File: config.mk
export PLATFORM = sky130hd
export DESIGN_NAME = card_host_status_flags
export DESIGN_NICKNAME = d
export VERILOG_FILES = /design/src/hdl/card_host_status_pkg.sv /design/src/hdl/card_host_status_flags.sv
export VERILOG_INCLUDE_DIRS = /design/src /design/src/hdl
export SDC_FILE = /design/constraint.sdc
export NUM_CORES = 1
export LEC_CHECK = 0
export BUFFER_PORTS_ARGS = -buffer_cell sky130_fd_sc_hd__buf_2
export CORE_AREA = 2 2 130 132
export DETAILED_ROUTE_END_ITERATION = 10
export DIE_AREA = 0 0 132 134
export GPL_ROUTABILITY_DRIVEN = 0
export PLACE_DENSITY = 0.77
export SYNTH_ARGS = -nofsm -noshare
export SYNTH_HDL_FRONTEND = slang
export SYNTH_SLANG_ARGS = --single-unit
export TNS_END_PERCENT = 10
File: constraint.sdc
create_clock -name aclk -period 3.6 [get_ports aclk]
set_input_delay 0.18 -clock aclk [delete_from_list [all_inputs] [get_ports aclk]]
set_output_delay 0.18 -clock aclk [all_outputs]
set_load 0.1 [all_outputs]
File: src/hdl/card_host_status_params.svh
// Constants of the card host status-flag block: offsets, bit positions,
// reset values and timeout figures.
// Assumes inclusion by bare name from the status-flag module and its bench.
//
// What this block does
// - Corrupted boot acknowledge sets bit 29; a status read clears it.
// - Received boot acknowledge sets bit 28; a status read clears it.
// - Transmit underflow sets bit 31; cleared by data command or read per mode.
// - Receive overflow sets bit 30; cleared by data command or read per mode.
// - Bit 27 high while control is ready and data bus idle.
// - Bit 26 high while the data FIFO is empty.
// - DMA buffer completion sets bit 25; a status read clears it.
// - New block before DMA moved pending one sets bit 24; read clears.
// - Completion wait beyond cycles times scale sets bit 23; read clears.
// - Data wait beyond cycles times scale sets bit 22; read clears.
// - Data CRC16 mismatch in last block sets bit 21; read clears.
// - Reply timeout sets bit 20, missing end bit sets 19; command write clears.
// - Reply CRC7, direction and index faults set bits 18..16; command write clears.
// - DMA buffer and finish bits 15, 14, 7, 6 are live levels.
// - Completion signal on command line sets bit 13; read clears.
// - Bit 12 high while the data bus is in IO read-wait.
// - Slot A or B IO interrupt sets bit 8 or 9; read clears.
// - Writes: bit 5 clears at response end, sets when line 0 busy ends.
// - Bit 4 high during a data transfer, clears when CRC16 work ends.
// - Writes: each completed block with CRC token sets bit 3; read clears.
// - Command fully sent sets bit 0; command write clears it.
// - Bit 2 shows transmit word taken, bit 1 new receive data.
`ifndef CARD_HOST_STATUS_PARAMS_SVH
`define CARD_HOST_STATUS_PARAMS_SVH

// ==========================================
// Register offsets
`define DTO_OFFSET 12'h008
`define CMD_OFFSET 12'h00c
`define CTO_OFFSET 12'h01c
`define STATUS_OFFSET 12'h040
`define CFG_OFFSET 12'h054

// ==========================================
// Reset values and masks
`define STATUS_RESET 32'h0c000025
`define READ_CLEAR_MASK 32'h33e02308
`define CMD_CLEAR_MASK 32'h001f0001
`define FLOW_CLEAR_MASK 32'hc0000000
`define STICKY_MASK 32'hf3ff2309

// ==========================================
// Field positions
`define CFG_FERR_BIT 4
`define CMD_LAT_BIT 12
`define TO_CYC_MSB 3
`define TO_SCALE_MSB 6

// ==========================================
// Reply latency limits in card clock edges
`define REPLY_LAT_SHORT 25'h0000005
`define REPLY_LAT_LONG 25'h0000040

`endif

File: src/hdl/card_host_status_pkg.sv
// Types shared by the card host status-flag block.
// Assumes nothing beyond a SystemVerilog compiler.
package card_host_status_pkg;
	typedef logic [31:0] word_type;
	typedef logic [24:0] tcount_type;
	typedef enum logic [1:0] {
		resp_okay = 2'h0,
		resp_slverr = 2'h2
	} axi_resp_type;
endpackage
File: src/hdl/card_host_status_flags.sv
// Status word of the card host interface with its AXI4-Lite slave and timeout counters.
// Assumes event pulses and levels come from card engine logic on aclk; the
// card clock and data line 0 arrive from pins and are synchronised here.
//
// The AXI4-Lite slave port was decided locally.
`timescale 1ns/1ps
`include "card_host_status_params.svh"

module card_host_status_flags
	import card_host_status_pkg::*;
#(
	parameter int ADDR_W = 12
) (
	// Clock and reset
	input wire logic aclk,
	input wire logic aresetn,
	// AXI4-Lite write channels
	input wire logic [ADDR_W-1:0] s_axi_awaddr,
	input wire logic s_axi_awvalid,
	output logic s_axi_awready,
	input wire logic [31:0] s_axi_wdata,
	input wire logic [3:0] s_axi_wstrb,
	input wire logic s_axi_wvalid,
	output logic s_axi_wready,
	output logic [1:0] s_axi_bresp,
	output logic s_axi_bvalid,
	input wire logic s_axi_bready,
	// AXI4-Lite read channels
	input wire logic [ADDR_W-1:0] s_axi_araddr,
	input wire logic s_axi_arvalid,
	output logic s_axi_arready,
	output logic [31:0] s_axi_rdata,
	output logic [1:0] s_axi_rresp,
	output logic s_axi_rvalid,
	input wire logic s_axi_rready,
	// Card pins, asynchronous
	input wire logic card_clk,
	input wire logic card_dat0,
	// Event pulses from the card engine
	input wire logic boot_ack_fault_evt,
	input wire logic boot_ack_seen_evt,
	input wire logic tx_underflow_evt,
	input wire logic rx_overflow_evt,
	input wire logic dma_buffer_done_evt,
	input wire logic dma_block_overflow_evt,
	input wire logic data_crc_fault_evt,
	input wire logic reply_endbit_evt,
	input wire logic reply_crc_evt,
	input wire logic reply_direction_evt,
	input wire logic reply_index_evt,
	input wire logic ata_completion_evt,
	input wire logic slot_a_irq_evt,
	input wire logic slot_b_irq_evt,
	input wire logic block_done_evt,
	input wire logic command_sent_evt,
	input wire logic data_cmd_start,
	input wire logic response_end,
	input wire logic data_start,
	input wire logic data_crc_done,
	// Live levels from the card engine
	input wire logic write_op,
	input wire logic control_ready,
	input wire logic bus_idle,
	input wire logic fifo_empty,
	input wire logic dma_tx_empty,
	input wire logic dma_rx_full,
	input wire logic dma_tx_done,
	input wire logic dma_rx_done,
	input wire logic io_read_wait,
	input wire logic tx_word_done,
	input wire logic rx_word_ready,
	// Wait windows timed against the card clock
	input wire logic completion_wait,
	input wire logic data_wait,
	input wire logic reply_wait
);

	// ==========================================
	// Declarations
	word_type status_reg, status_next;
	logic awready_reg, wready_reg, bvalid_reg, arready_reg, rvalid_reg;
	axi_resp_type bresp_reg, rresp_reg;
	word_type rdata_reg, wdata_reg;
	logic [3:0] wstrb_reg;
	logic [ADDR_W-1:0] awaddr_reg;
	logic aw_held_reg, w_held_reg;
	logic cfg_ferr_reg, lat_sel_reg;
	logic [6:0] cto_reg, dto_reg;
	logic clk_s1_reg, clk_s2_reg, clk_prev_reg, dat_s1_reg, dat_s2_reg;
	tcount_type to_cnt_reg [3];
	tcount_type to_cnt_next [3];
	tcount_type to_limit [3];
	logic [2:0] wait_vec, to_expire;
	logic card_edge, aw_fire, w_fire, wr_do, ar_fire, rd_fire, cmd_fire;
	logic aw_held_next, w_held_next, rvalid_next;
	logic wr_cfg, wr_cto, wr_dto, wr_cmd, wr_ok;
	logic rd_status, rd_cfg, rd_cto, rd_dto, rd_ok;
	word_type rd_mux, set_vec, clr_vec, live_vec, read_clr;
	logic card_ready_next, data_phase_next;

	// ==========================================
	// Pin synchronisers
	// Card clock and line 0 each pass two flops before any logic sees them
	always_ff @(posedge aclk) begin
		if (!aresetn) begin
			clk_s1_reg <= 1'b0;
			clk_s2_reg <= 1'b0;
			clk_prev_reg <= 1'b0;
			dat_s1_reg <= 1'b1;
			dat_s2_reg <= 1'b1;
		end else begin
			clk_s1_reg <= card_clk;
			clk_s2_reg <= clk_s1_reg;
			clk_prev_reg <= clk_s2_reg;
			dat_s1_reg <= card_dat0;
			dat_s2_reg <= dat_s1_reg;
		end
	end

	// Rising card clock edge, seen from the second stage onward
	assign card_edge = clk_s2_reg & ~clk_prev_reg;

	// ==========================================
	// Timeout counters
	// Limit is cycles shifted by the scale code; table of multipliers as shifts
	function automatic tcount_type to_limit_f(input logic [6:0] f);
		tcount_type base;
		base = {21'h000000, f[`TO_CYC_MSB:0]};
		case (f[`TO_SCALE_MSB:4])
			3'h0: to_limit_f = base;
			3'h1: to_limit_f = base << 4;
			3'h2: to_limit_f = base << 7;
			3'h3: to_limit_f = base << 8;
			3'h4: to_limit_f = base << 10;
			3'h5: to_limit_f = base << 12;
			3'h6: to_limit_f = base << 16;
			default: to_limit_f = base << 20;
		endcase
	endfunction

	// Index 0 completion, 1 data, 2 reply latency
	assign wait_vec = {reply_wait, data_wait, completion_wait};
	assign to_limit[0] = to_limit_f(cto_reg);
	assign to_limit[1] = to_limit_f(dto_reg);
	assign to_limit[2] = lat_sel_reg ? `REPLY_LAT_LONG : `REPLY_LAT_SHORT;

	// Counter stops one past the limit so each wait fires only once
	genvar i;
	for (i = 0; i < 3; i++) begin : g_timeout
		assign to_cnt_next[i] = !wait_vec[i] ? '0 :
			(card_edge && to_cnt_reg[i] <= to_limit[i]) ? to_cnt_reg[i] + 25'h0000001 : to_cnt_reg[i];
		assign to_expire[i] = wait_vec[i] && card_edge && (to_cnt_reg[i] == to_limit[i]);
		always_ff @(posedge aclk) begin
			if (!aresetn)
				to_cnt_reg[i] <= '0;
			else
				to_cnt_reg[i] <= to_cnt_next[i];
		end
	end

	// ==========================================
	// AXI4-Lite handshakes
	assign aw_fire = s_axi_awvalid & awready_reg;
	assign w_fire = s_axi_wvalid & wready_reg;
	// Write performed once both halves are held and no answer waits
	assign wr_do = aw_held_reg & w_held_reg & ~bvalid_reg;
	assign aw_held_next = aw_held_reg ? ~wr_do : aw_fire;
	assign w_held_next = w_held_reg ? ~wr_do : w_fire;
	assign ar_fire = s_axi_arvalid & arready_reg;
	assign rvalid_next = ar_fire | (rvalid_reg & ~s_axi_rready);

	// Write address decode
	assign wr_cfg = awaddr_reg == `CFG_OFFSET;
	assign wr_cto = awaddr_reg == `CTO_OFFSET;
	assign wr_dto = awaddr_reg == `DTO_OFFSET;
	assign wr_cmd = awaddr_reg == `CMD_OFFSET;
	assign wr_ok = wr_cfg | wr_cto | wr_dto | wr_cmd;
	assign cmd_fire = wr_do & wr_cmd;

	// Read address decode; the command register is write-only
	assign rd_status = s_axi_araddr == `STATUS_OFFSET;
	assign rd_cfg = s_axi_araddr == `CFG_OFFSET;
	assign rd_cto = s_axi_araddr == `CTO_OFFSET;
	assign rd_dto = s_axi_araddr == `DTO_OFFSET;
	assign rd_ok = rd_status | rd_cfg | rd_cto | rd_dto;
	assign rd_fire = ar_fire & rd_status;
	assign rd_mux = rd_status ? status_reg :
		rd_cfg ? {27'h0000000, cfg_ferr_reg, 4'h0} :
		rd_cto ? {25'h0000000, cto_reg} :
		rd_dto ? {25'h0000000, dto_reg} : 32'h00000000;

	// Write side of the slave
	always_ff @(posedge aclk) begin
		if (!aresetn) begin
			awready_reg <= 1'b0;
			wready_reg <= 1'b0;
			aw_held_reg <= 1'b0;
			w_held_reg <= 1'b0;
			awaddr_reg <= '0;
			wdata_reg <= '0;
			wstrb_reg <= 4'h0;
			bvalid_reg <= 1'b0;
			bresp_reg <= resp_okay;
		end else begin
			awready_reg <= ~aw_held_next;
			wready_reg <= ~w_held_next;
			aw_held_reg <= aw_held_next;
			w_held_reg <= w_held_next;
			if (aw_fire)
				awaddr_reg <= s_axi_awaddr;
			if (w_fire) begin
				wdata_reg <= s_axi_wdata;
				wstrb_reg <= s_axi_wstrb;
			end
			if (wr_do) begin
				bvalid_reg <= 1'b1;
				bresp_reg <= wr_ok ? resp_okay : resp_slverr;
			end else if (s_axi_bready) begin
				bvalid_reg <= 1'b0;
			end
		end
	end

	// Software-written control fields, byte lane 0 and 1 only
	// The latency select stands apart from the lane 0 fields, so that a command
	// write with lane 0 disabled still reaches it
	always_ff @(posedge aclk) begin
		if (!aresetn) begin
			cfg_ferr_reg <= 1'b0;
			lat_sel_reg <= 1'b0;
			cto_reg <= 7'h00;
			dto_reg <= 7'h00;
		end else begin
			if (wr_do && wstrb_reg[0]) begin
				if (wr_cfg)
					cfg_ferr_reg <= wdata_reg[`CFG_FERR_BIT];
				if (wr_cto)
					cto_reg <= wdata_reg[6:0];
				if (wr_dto)
					dto_reg <= wdata_reg[6:0];
			end
			if (cmd_fire && wstrb_reg[1])
				lat_sel_reg <= wdata_reg[`CMD_LAT_BIT];
		end
	end

	// Read side; data is the addressed register as it stood at the taking edge
	always_ff @(posedge aclk) begin
		if (!aresetn) begin
			arready_reg <= 1'b0;
			rvalid_reg <= 1'b0;
			rdata_reg <= '0;
			rresp_reg <= resp_okay;
		end else begin
			arready_reg <= ~rvalid_next;
			rvalid_reg <= rvalid_next;
			if (ar_fire) begin
				rdata_reg <= rd_mux;
				rresp_reg <= rd_ok ? resp_okay : resp_slverr;
			end
		end
	end

	// ==========================================
	// Sticky flags
	// Event bits; each set wins over a clear in the same cycle
	assign set_vec = {tx_underflow_evt, rx_overflow_evt, boot_ack_fault_evt, boot_ack_seen_evt,
		2'h0, dma_buffer_done_evt, dma_block_overflow_evt,
		to_expire[0], to_expire[1], data_crc_fault_evt, to_expire[2],
		reply_endbit_evt, reply_crc_evt, reply_direction_evt, reply_index_evt,
		2'h0, ata_completion_evt, 3'h0, slot_b_irq_evt, slot_a_irq_evt,
		4'h0, block_done_evt & write_op, 2'h0, command_sent_evt};

	assign read_clr = rd_fire ? (status_reg & (`READ_CLEAR_MASK | (cfg_ferr_reg ? `FLOW_CLEAR_MASK : 32'h0))) : '0;
	assign clr_vec = read_clr | (cmd_fire ? `CMD_CLEAR_MASK : '0) |
		((data_cmd_start && !cfg_ferr_reg) ? `FLOW_CLEAR_MASK : '0);

	assign live_vec = {4'h0, control_ready & bus_idle, fifo_empty, 10'h000,
		dma_tx_empty, dma_rx_full, 1'b0, io_read_wait, 4'h0,
		dma_tx_done, dma_rx_done, 3'h0, tx_word_done, rx_word_ready, 1'b0};

	// card ready; response end wins over a release seen the same edge
	assign card_ready_next = (response_end && write_op) ? 1'b0 :
		(card_edge && dat_s2_reg) ? 1'b1 : status_reg[5];
	// data phase ends with the CRC16 work
	assign data_phase_next = data_crc_done ? 1'b0 : data_start ? 1'b1 : status_reg[4];

	assign status_next = (((status_reg & ~clr_vec) | set_vec) & `STICKY_MASK) | live_vec |
		{26'h0000000, card_ready_next, data_phase_next, 4'h0};

	always_ff @(posedge aclk) begin
		if (!aresetn)
			status_reg <= `STATUS_RESET;
		else
			status_reg <= status_next;
	end

	// ==========================================
	// Outputs, all from flops
	assign s_axi_awready = awready_reg;
	assign s_axi_wready = wready_reg;
	assign s_axi_bvalid = bvalid_reg;
	assign s_axi_bresp = bresp_reg;
	assign s_axi_arready = arready_reg;
	assign s_axi_rvalid = rvalid_reg;
	assign s_axi_rdata = rdata_reg;
	assign s_axi_rresp = rresp_reg;

	// ==========================================
	// Assertions
	a_boot_fault_set: assert property (
		@(posedge aclk) disable iff (!aresetn) boot_ack_fault_evt |=> status_reg[29])
		else $error("boot fault not set");
	a_boot_seen_clear: assert property (
		@(posedge aclk) disable iff (!aresetn) rd_fire && !boot_ack_seen_evt |=> !status_reg[28])
		else $error("boot seen not cleared by read");
	a_underflow_cmd_clear: assert property (
		@(posedge aclk) disable iff (!aresetn)
		data_cmd_start && !cfg_ferr_reg && !tx_underflow_evt |=> !status_reg[31])
		else $error("underflow not cleared by data command");
	a_overflow_read_mode: assert property (
		@(posedge aclk) disable iff (!aresetn)
		rd_fire && cfg_ferr_reg && !rx_overflow_evt && !data_cmd_start |=> !status_reg[30])
		else $error("overflow not cleared by read");
	a_overflow_keep: assert property (
		@(posedge aclk) disable iff (!aresetn)
		status_reg[30] && !cfg_ferr_reg && !data_cmd_start |=> status_reg[30])
		else $error("overflow lost without data command");
	a_idle_level: assert property (
		@(posedge aclk) disable iff (!aresetn) ##1 status_reg[27] == $past(control_ready && bus_idle))
		else $error("idle bit wrong");
	a_dma_done_set: assert property (
		@(posedge aclk) disable iff (!aresetn) dma_buffer_done_evt |=> status_reg[25] ##1 1'b1)
		else $error("dma done not set");
	a_reply_timeout: assert property (
		@(posedge aclk) disable iff (!aresetn) to_expire[2] |=> status_reg[20])
		else $error("reply timeout not flagged");
	// Latency choice must follow every command write that carries lane 1
	a_latency_select: assert property (
		@(posedge aclk) disable iff (!aresetn) cmd_fire && wstrb_reg[1] |=> lat_sel_reg == $past(wdata_reg[`CMD_LAT_BIT]))
		else $error("latency select not written");
	a_reply_cmd_clear: assert property (
		@(posedge aclk) disable iff (!aresetn)
		cmd_fire && !reply_index_evt && !reply_endbit_evt |=> !status_reg[16] && !status_reg[19])
		else $error("reply faults not cleared by command write");
	a_live_dma: assert property (
		@(posedge aclk) disable iff (!aresetn) $rose(dma_rx_full) |=> status_reg[14])
		else $error("rx full not live");
	a_event_survives: assert property (
		@(posedge aclk) disable iff (!aresetn) rd_fire && ata_completion_evt |=> status_reg[13])
		else $error("event lost during read");
	a_ready_cleared: assert property (
		@(posedge aclk) disable iff (!aresetn) response_end && write_op |=> !status_reg[5])
		else $error("card ready not cleared");
	a_phase_end: assert property (
		@(posedge aclk) disable iff (!aresetn) data_crc_done |=> !status_reg[4])
		else $error("data phase not ended");
	a_block_end_set: assert property (
		@(posedge aclk) disable iff (!aresetn) block_done_evt && write_op |=> status_reg[3])
		else $error("block end not set");
	a_cmd_sent_set: assert property (
		@(posedge aclk) disable iff (!aresetn) command_sent_evt |=> status_reg[0])
		else $error("command sent not set");
	a_read_answer: assert property (
		@(posedge aclk) disable iff (!aresetn) ar_fire |=> rvalid_reg && rdata_reg == $past(rd_mux))
		else $error("read answer wrong");

endmodule

==> results_dict.tcl <==
set metrics [dict create \
    status "completed" \
    vias 8218 \
    setup_viol_count_final 0 \
    groute.usage.overall 0.263 \
    cts_htree_levels 4 \
    grt_start_max_net_pins 57 \
    crit_path_max_fanout 20 \
    rsz0062_at_grt "false" \
    finalWirelength_um 22800 \
    data_arrival_time_of_the_critical_path_ns 3.67 \
    report.power.total_mw 4.46 \
    numPortBuffers 113 \
    initialDrtViolationCount 477 \
    worst_ir_drop_vdd_uv 403 \
    worstPathRequired_ns 3.96 \
    cellPowerDensity_nw_per_um2 411 \
    clock_skew_ns 0.0115 \
    hold_viol_final 0 \
    die_area_um2 17700 \
    syn_avg_cell_area_um2 8.47 \
    rr_worst_depth 9 \
    post_synth_instance_area_um2 9070 \
    cts_buffer_depth 2 \
    number_of_enable_type_register_cells_in_the_synthesized_netlist 0 \
    layoutNonFillerInstCount 1431 \
    critical-path-slowest-cell "sky130_fd_sc_hd__dfxtp_1" \
    die_w_um 132 \
    max_slew.worst_pin.slew_ns 0.969 \
    timing.hold.worst.class "input port to register" \
    worst_hold_margin_ns 0.0115 \
    cts.sink_count 187 \
    grt_pass1_vias 8021 \
    cts_tree "built" \
    wl_met2_um 11100 \
    floorplan.initialDensity 0.557 \
    detailedRoute.firstPassIterationCount 5 \
    cts.repair_timing.setup_buffer_count 0 \
    global_route.overflow_total 0 \
    final.fill_count 1324 \
    wire_per_inst_um 16.0 \
    core_region_area_um2 16300 \
    ioPinCount 144 \
    maxSlewHeadroom 0.353 \
    nNetsFinal 1355 \
    dr.max_layer_used "met4" \
    final.period_utilization 0.922 \
    cts_root_buf "sky130_fd_sc_hd__clkbuf_16" \
    synth_cells 1071 \
    route.layer.met1.wl_um 10100 \
    synth.distinct_cells 63 \
    yosys_most_used_dff "sky130_fd_sc_hd__dfxtp_1" \
    dr_wl_met3_um 1070 \
    dr_vias_cell 5.74 \
    synthToLayoutAreaGrowth_pct 19.9 \
    antenna_found_initial 0 \
    ys_seq_area_frac 0.413 \
    hpwl_detailed_um 15400 \
    whs_path_depth 3 \
    worst-r2r-setup-slack_ns 0.28 \
    final-max-slew-violation-count 0 \
    cells_along_the_critical_path "nor2b_1 -> o21ai_0 -> ha_1 -> nand4_1 -> nor4_2 -> and4_4 -> o21ba_1 -> or4_1 -> a21oi_1" \
    timing.max_cap.violations 0 \
    kind_of_end_point_of_the_critical_path "register" \
    n_antenna_cell 0 \
    ys_warnings 0 \
    synth_async_sr_flop_share 0 \
    worstSetupStartpointType "register" \
    p_leak_nw 4.39 \
    grt_pass1_wl_um 38300 \
    setup-tns-final_ns 0 \
    register_bit_count_reported_by_yosys 187 \
    slowest_delay_ns 0.74 \
    drt_drc_violations_left 0 \
    floorplan.die.height_um 134 \
    residual_antenna_violating_net_count_after_detailed_routing 0 \
    drive_above_1_share 0.149 \
    numCtsBuffers 17 \
    timing.setup.critical_path_class "register to register" \
    layout_min_cycle_time_ns 3.32 \
    clock_insertion_delay_worst_skew_ns 0.44 \
    placement_rows 47 \
    dpl.cell_count 1355 \
    max_ffs_per_register 75 \
    cts.clk_slew.worst_paths_ns 0.08 \
    timing.fmax_ghz 0.301 \
]
worst max-delay path, delay by kind of cell, from the launching register on:
family | cells | cell delay [ns]
DFF | 1 | 0.74
and+or+nand+nor | 5 | 1.58
adders and majority gates | 1 | 0.32
AOI/OAI and AO/OA | 3 | 0.60
final timing paths:
check             startpoint                end
hold reg to reg   dat_s1_reg         dat_s2_reg
hold / removal    data_start      status_reg[4]
setup / recovery  cto_reg[6]  to_cnt_reg[0][19]
setup reg to reg  cto_reg[6]  to_cnt_reg[0][19]
cell families (layout without fill, tap and decap cells):
family | count (synthesis) | after routing | synth area share
and+or+nand+nor | 469 | 469 | 0.262
AOI/OAI and AO/OA | 227 | 227 | 0.160
DFF | 187 | 187 | 0.413
buffers and inverters | 85 | 222 | 0.0386
adders and majority gates | 54 | 54 | 0.0745
muxes | 37 | 37 | 0.0408
xor gates and xnor gates | 11 | 11 | 0.0106
other | 1 | 4 | 0.000414
cells in the final DEF (no fill, tap or decap), types with 5 or more instances in the layout:
cell                            count
sky130_fd_sc_hd__dfxtp_1          186
sky130_fd_sc_hd__nand2_1          129
sky130_fd_sc_hd__buf_2            113
sky130_fd_sc_hd__nor2_1           112
sky130_fd_sc_hd__a21oi_1           96
sky130_fd_sc_hd__ha_1              54
sky130_fd_sc_hd__dlygate4sd3_1     44
sky130_fd_sc_hd__a22oi_1           38
sky130_fd_sc_hd__mux2i_1           37
sky130_fd_sc_hd__nand4_1           32
sky130_fd_sc_hd__nand3_1           31
sky130_fd_sc_hd__o21ai_0           30
sky130_fd_sc_hd__nand2b_1          30
sky130_fd_sc_hd__and3_1            28
sky130_fd_sc_hd__and2_1            27
sky130_fd_sc_hd__nor2b_1           18
sky130_fd_sc_hd__clkbuf_16         17
sky130_fd_sc_hd__buf_4             16
sky130_fd_sc_hd__inv_1             15
sky130_fd_sc_hd__nor3_1             9
sky130_fd_sc_hd__or4_1              9
sky130_fd_sc_hd__nor4_1             9
sky130_fd_sc_hd__o31ai_1            9
sky130_fd_sc_hd__xnor2_1            8
sky130_fd_sc_hd__a31oi_1            7
sky130_fd_sc_hd__a21o_1             6
sky130_fd_sc_hd__a221oi_1           6
sky130_fd_sc_hd__a211oi_1           6
sky130_fd_sc_hd__inv_12             6
sky130_fd_sc_hd__and4_1             5
sky130_fd_sc_hd__a2111o_1           5
cell usage after synthesis (28+ instances only):
master / n / area [um^2]
sky130_fd_sc_hd__dfxtp_1: 187 / 3740
sky130_fd_sc_hd__nand2_1: 129 / 484
sky130_fd_sc_hd__nand2b_1: 30 / 188
sky130_fd_sc_hd__nor2_1: 112 / 420
sky130_fd_sc_hd__nand4_1: 32 / 200
sky130_fd_sc_hd__mux2i_1: 37 / 370
sky130_fd_sc_hd__a22oi_1: 38 / 285
sky130_fd_sc_hd__o21ai_0: 30 / 150
sky130_fd_sc_hd__a21oi_1: 96 / 480
sky130_fd_sc_hd__nand3_1: 31 / 155
sky130_fd_sc_hd__clkbuf_1: 54 / 203
sky130_fd_sc_hd__ha_1: 54 / 676
sky130_fd_sc_hd__and3_1: 28 / 175
per-stage QoR:
step	utilization	area, um^2	setup WS [ns]
global route	0.668	10900	0.0260
detailed placement	0.600	9770	0.297
global placement	0.600	9770	0.348
finish	0.668	10900	0.282
floorplan	-	9080	0.683
CTS	0.667	10900	0.259
layer usage:
metal,vias to the layer above,track usage
li1,4079,-
met4,0,0.0984
met3,46,0.0544
met2,225,0.444
met5,-,0
met1,3868,0.334
where the power goes:
group / internal (mW) / switching (mW) / total, mW
clock: 0.999 / 1.03 / 2.03
sequential: 2.11 / 0.0249 / 2.13
combinational: 0.110 / 0.189 / 0.299
timing repair:
item / in CTS / in global routing
gates resized for setup: 0 / 2
setup endpoints to repair: 0 / 5
endpoints found under the hold margin: 43 / 0
hold buffers: 44 / 0
final cells by class:
type	count	area (um^2)	share of cell area
tap	220	275	0.0253
sequential	187	3740	0.344
inverter	16	60.1	0.00552
timing repair buffer	174	1150	0.105
clock inverter	15	234	0.0215
multi-input combinational	802	4990	0.459
clock buffer	17	425	0.0391
No activity file was read; power rests on OpenSTA's default activity.
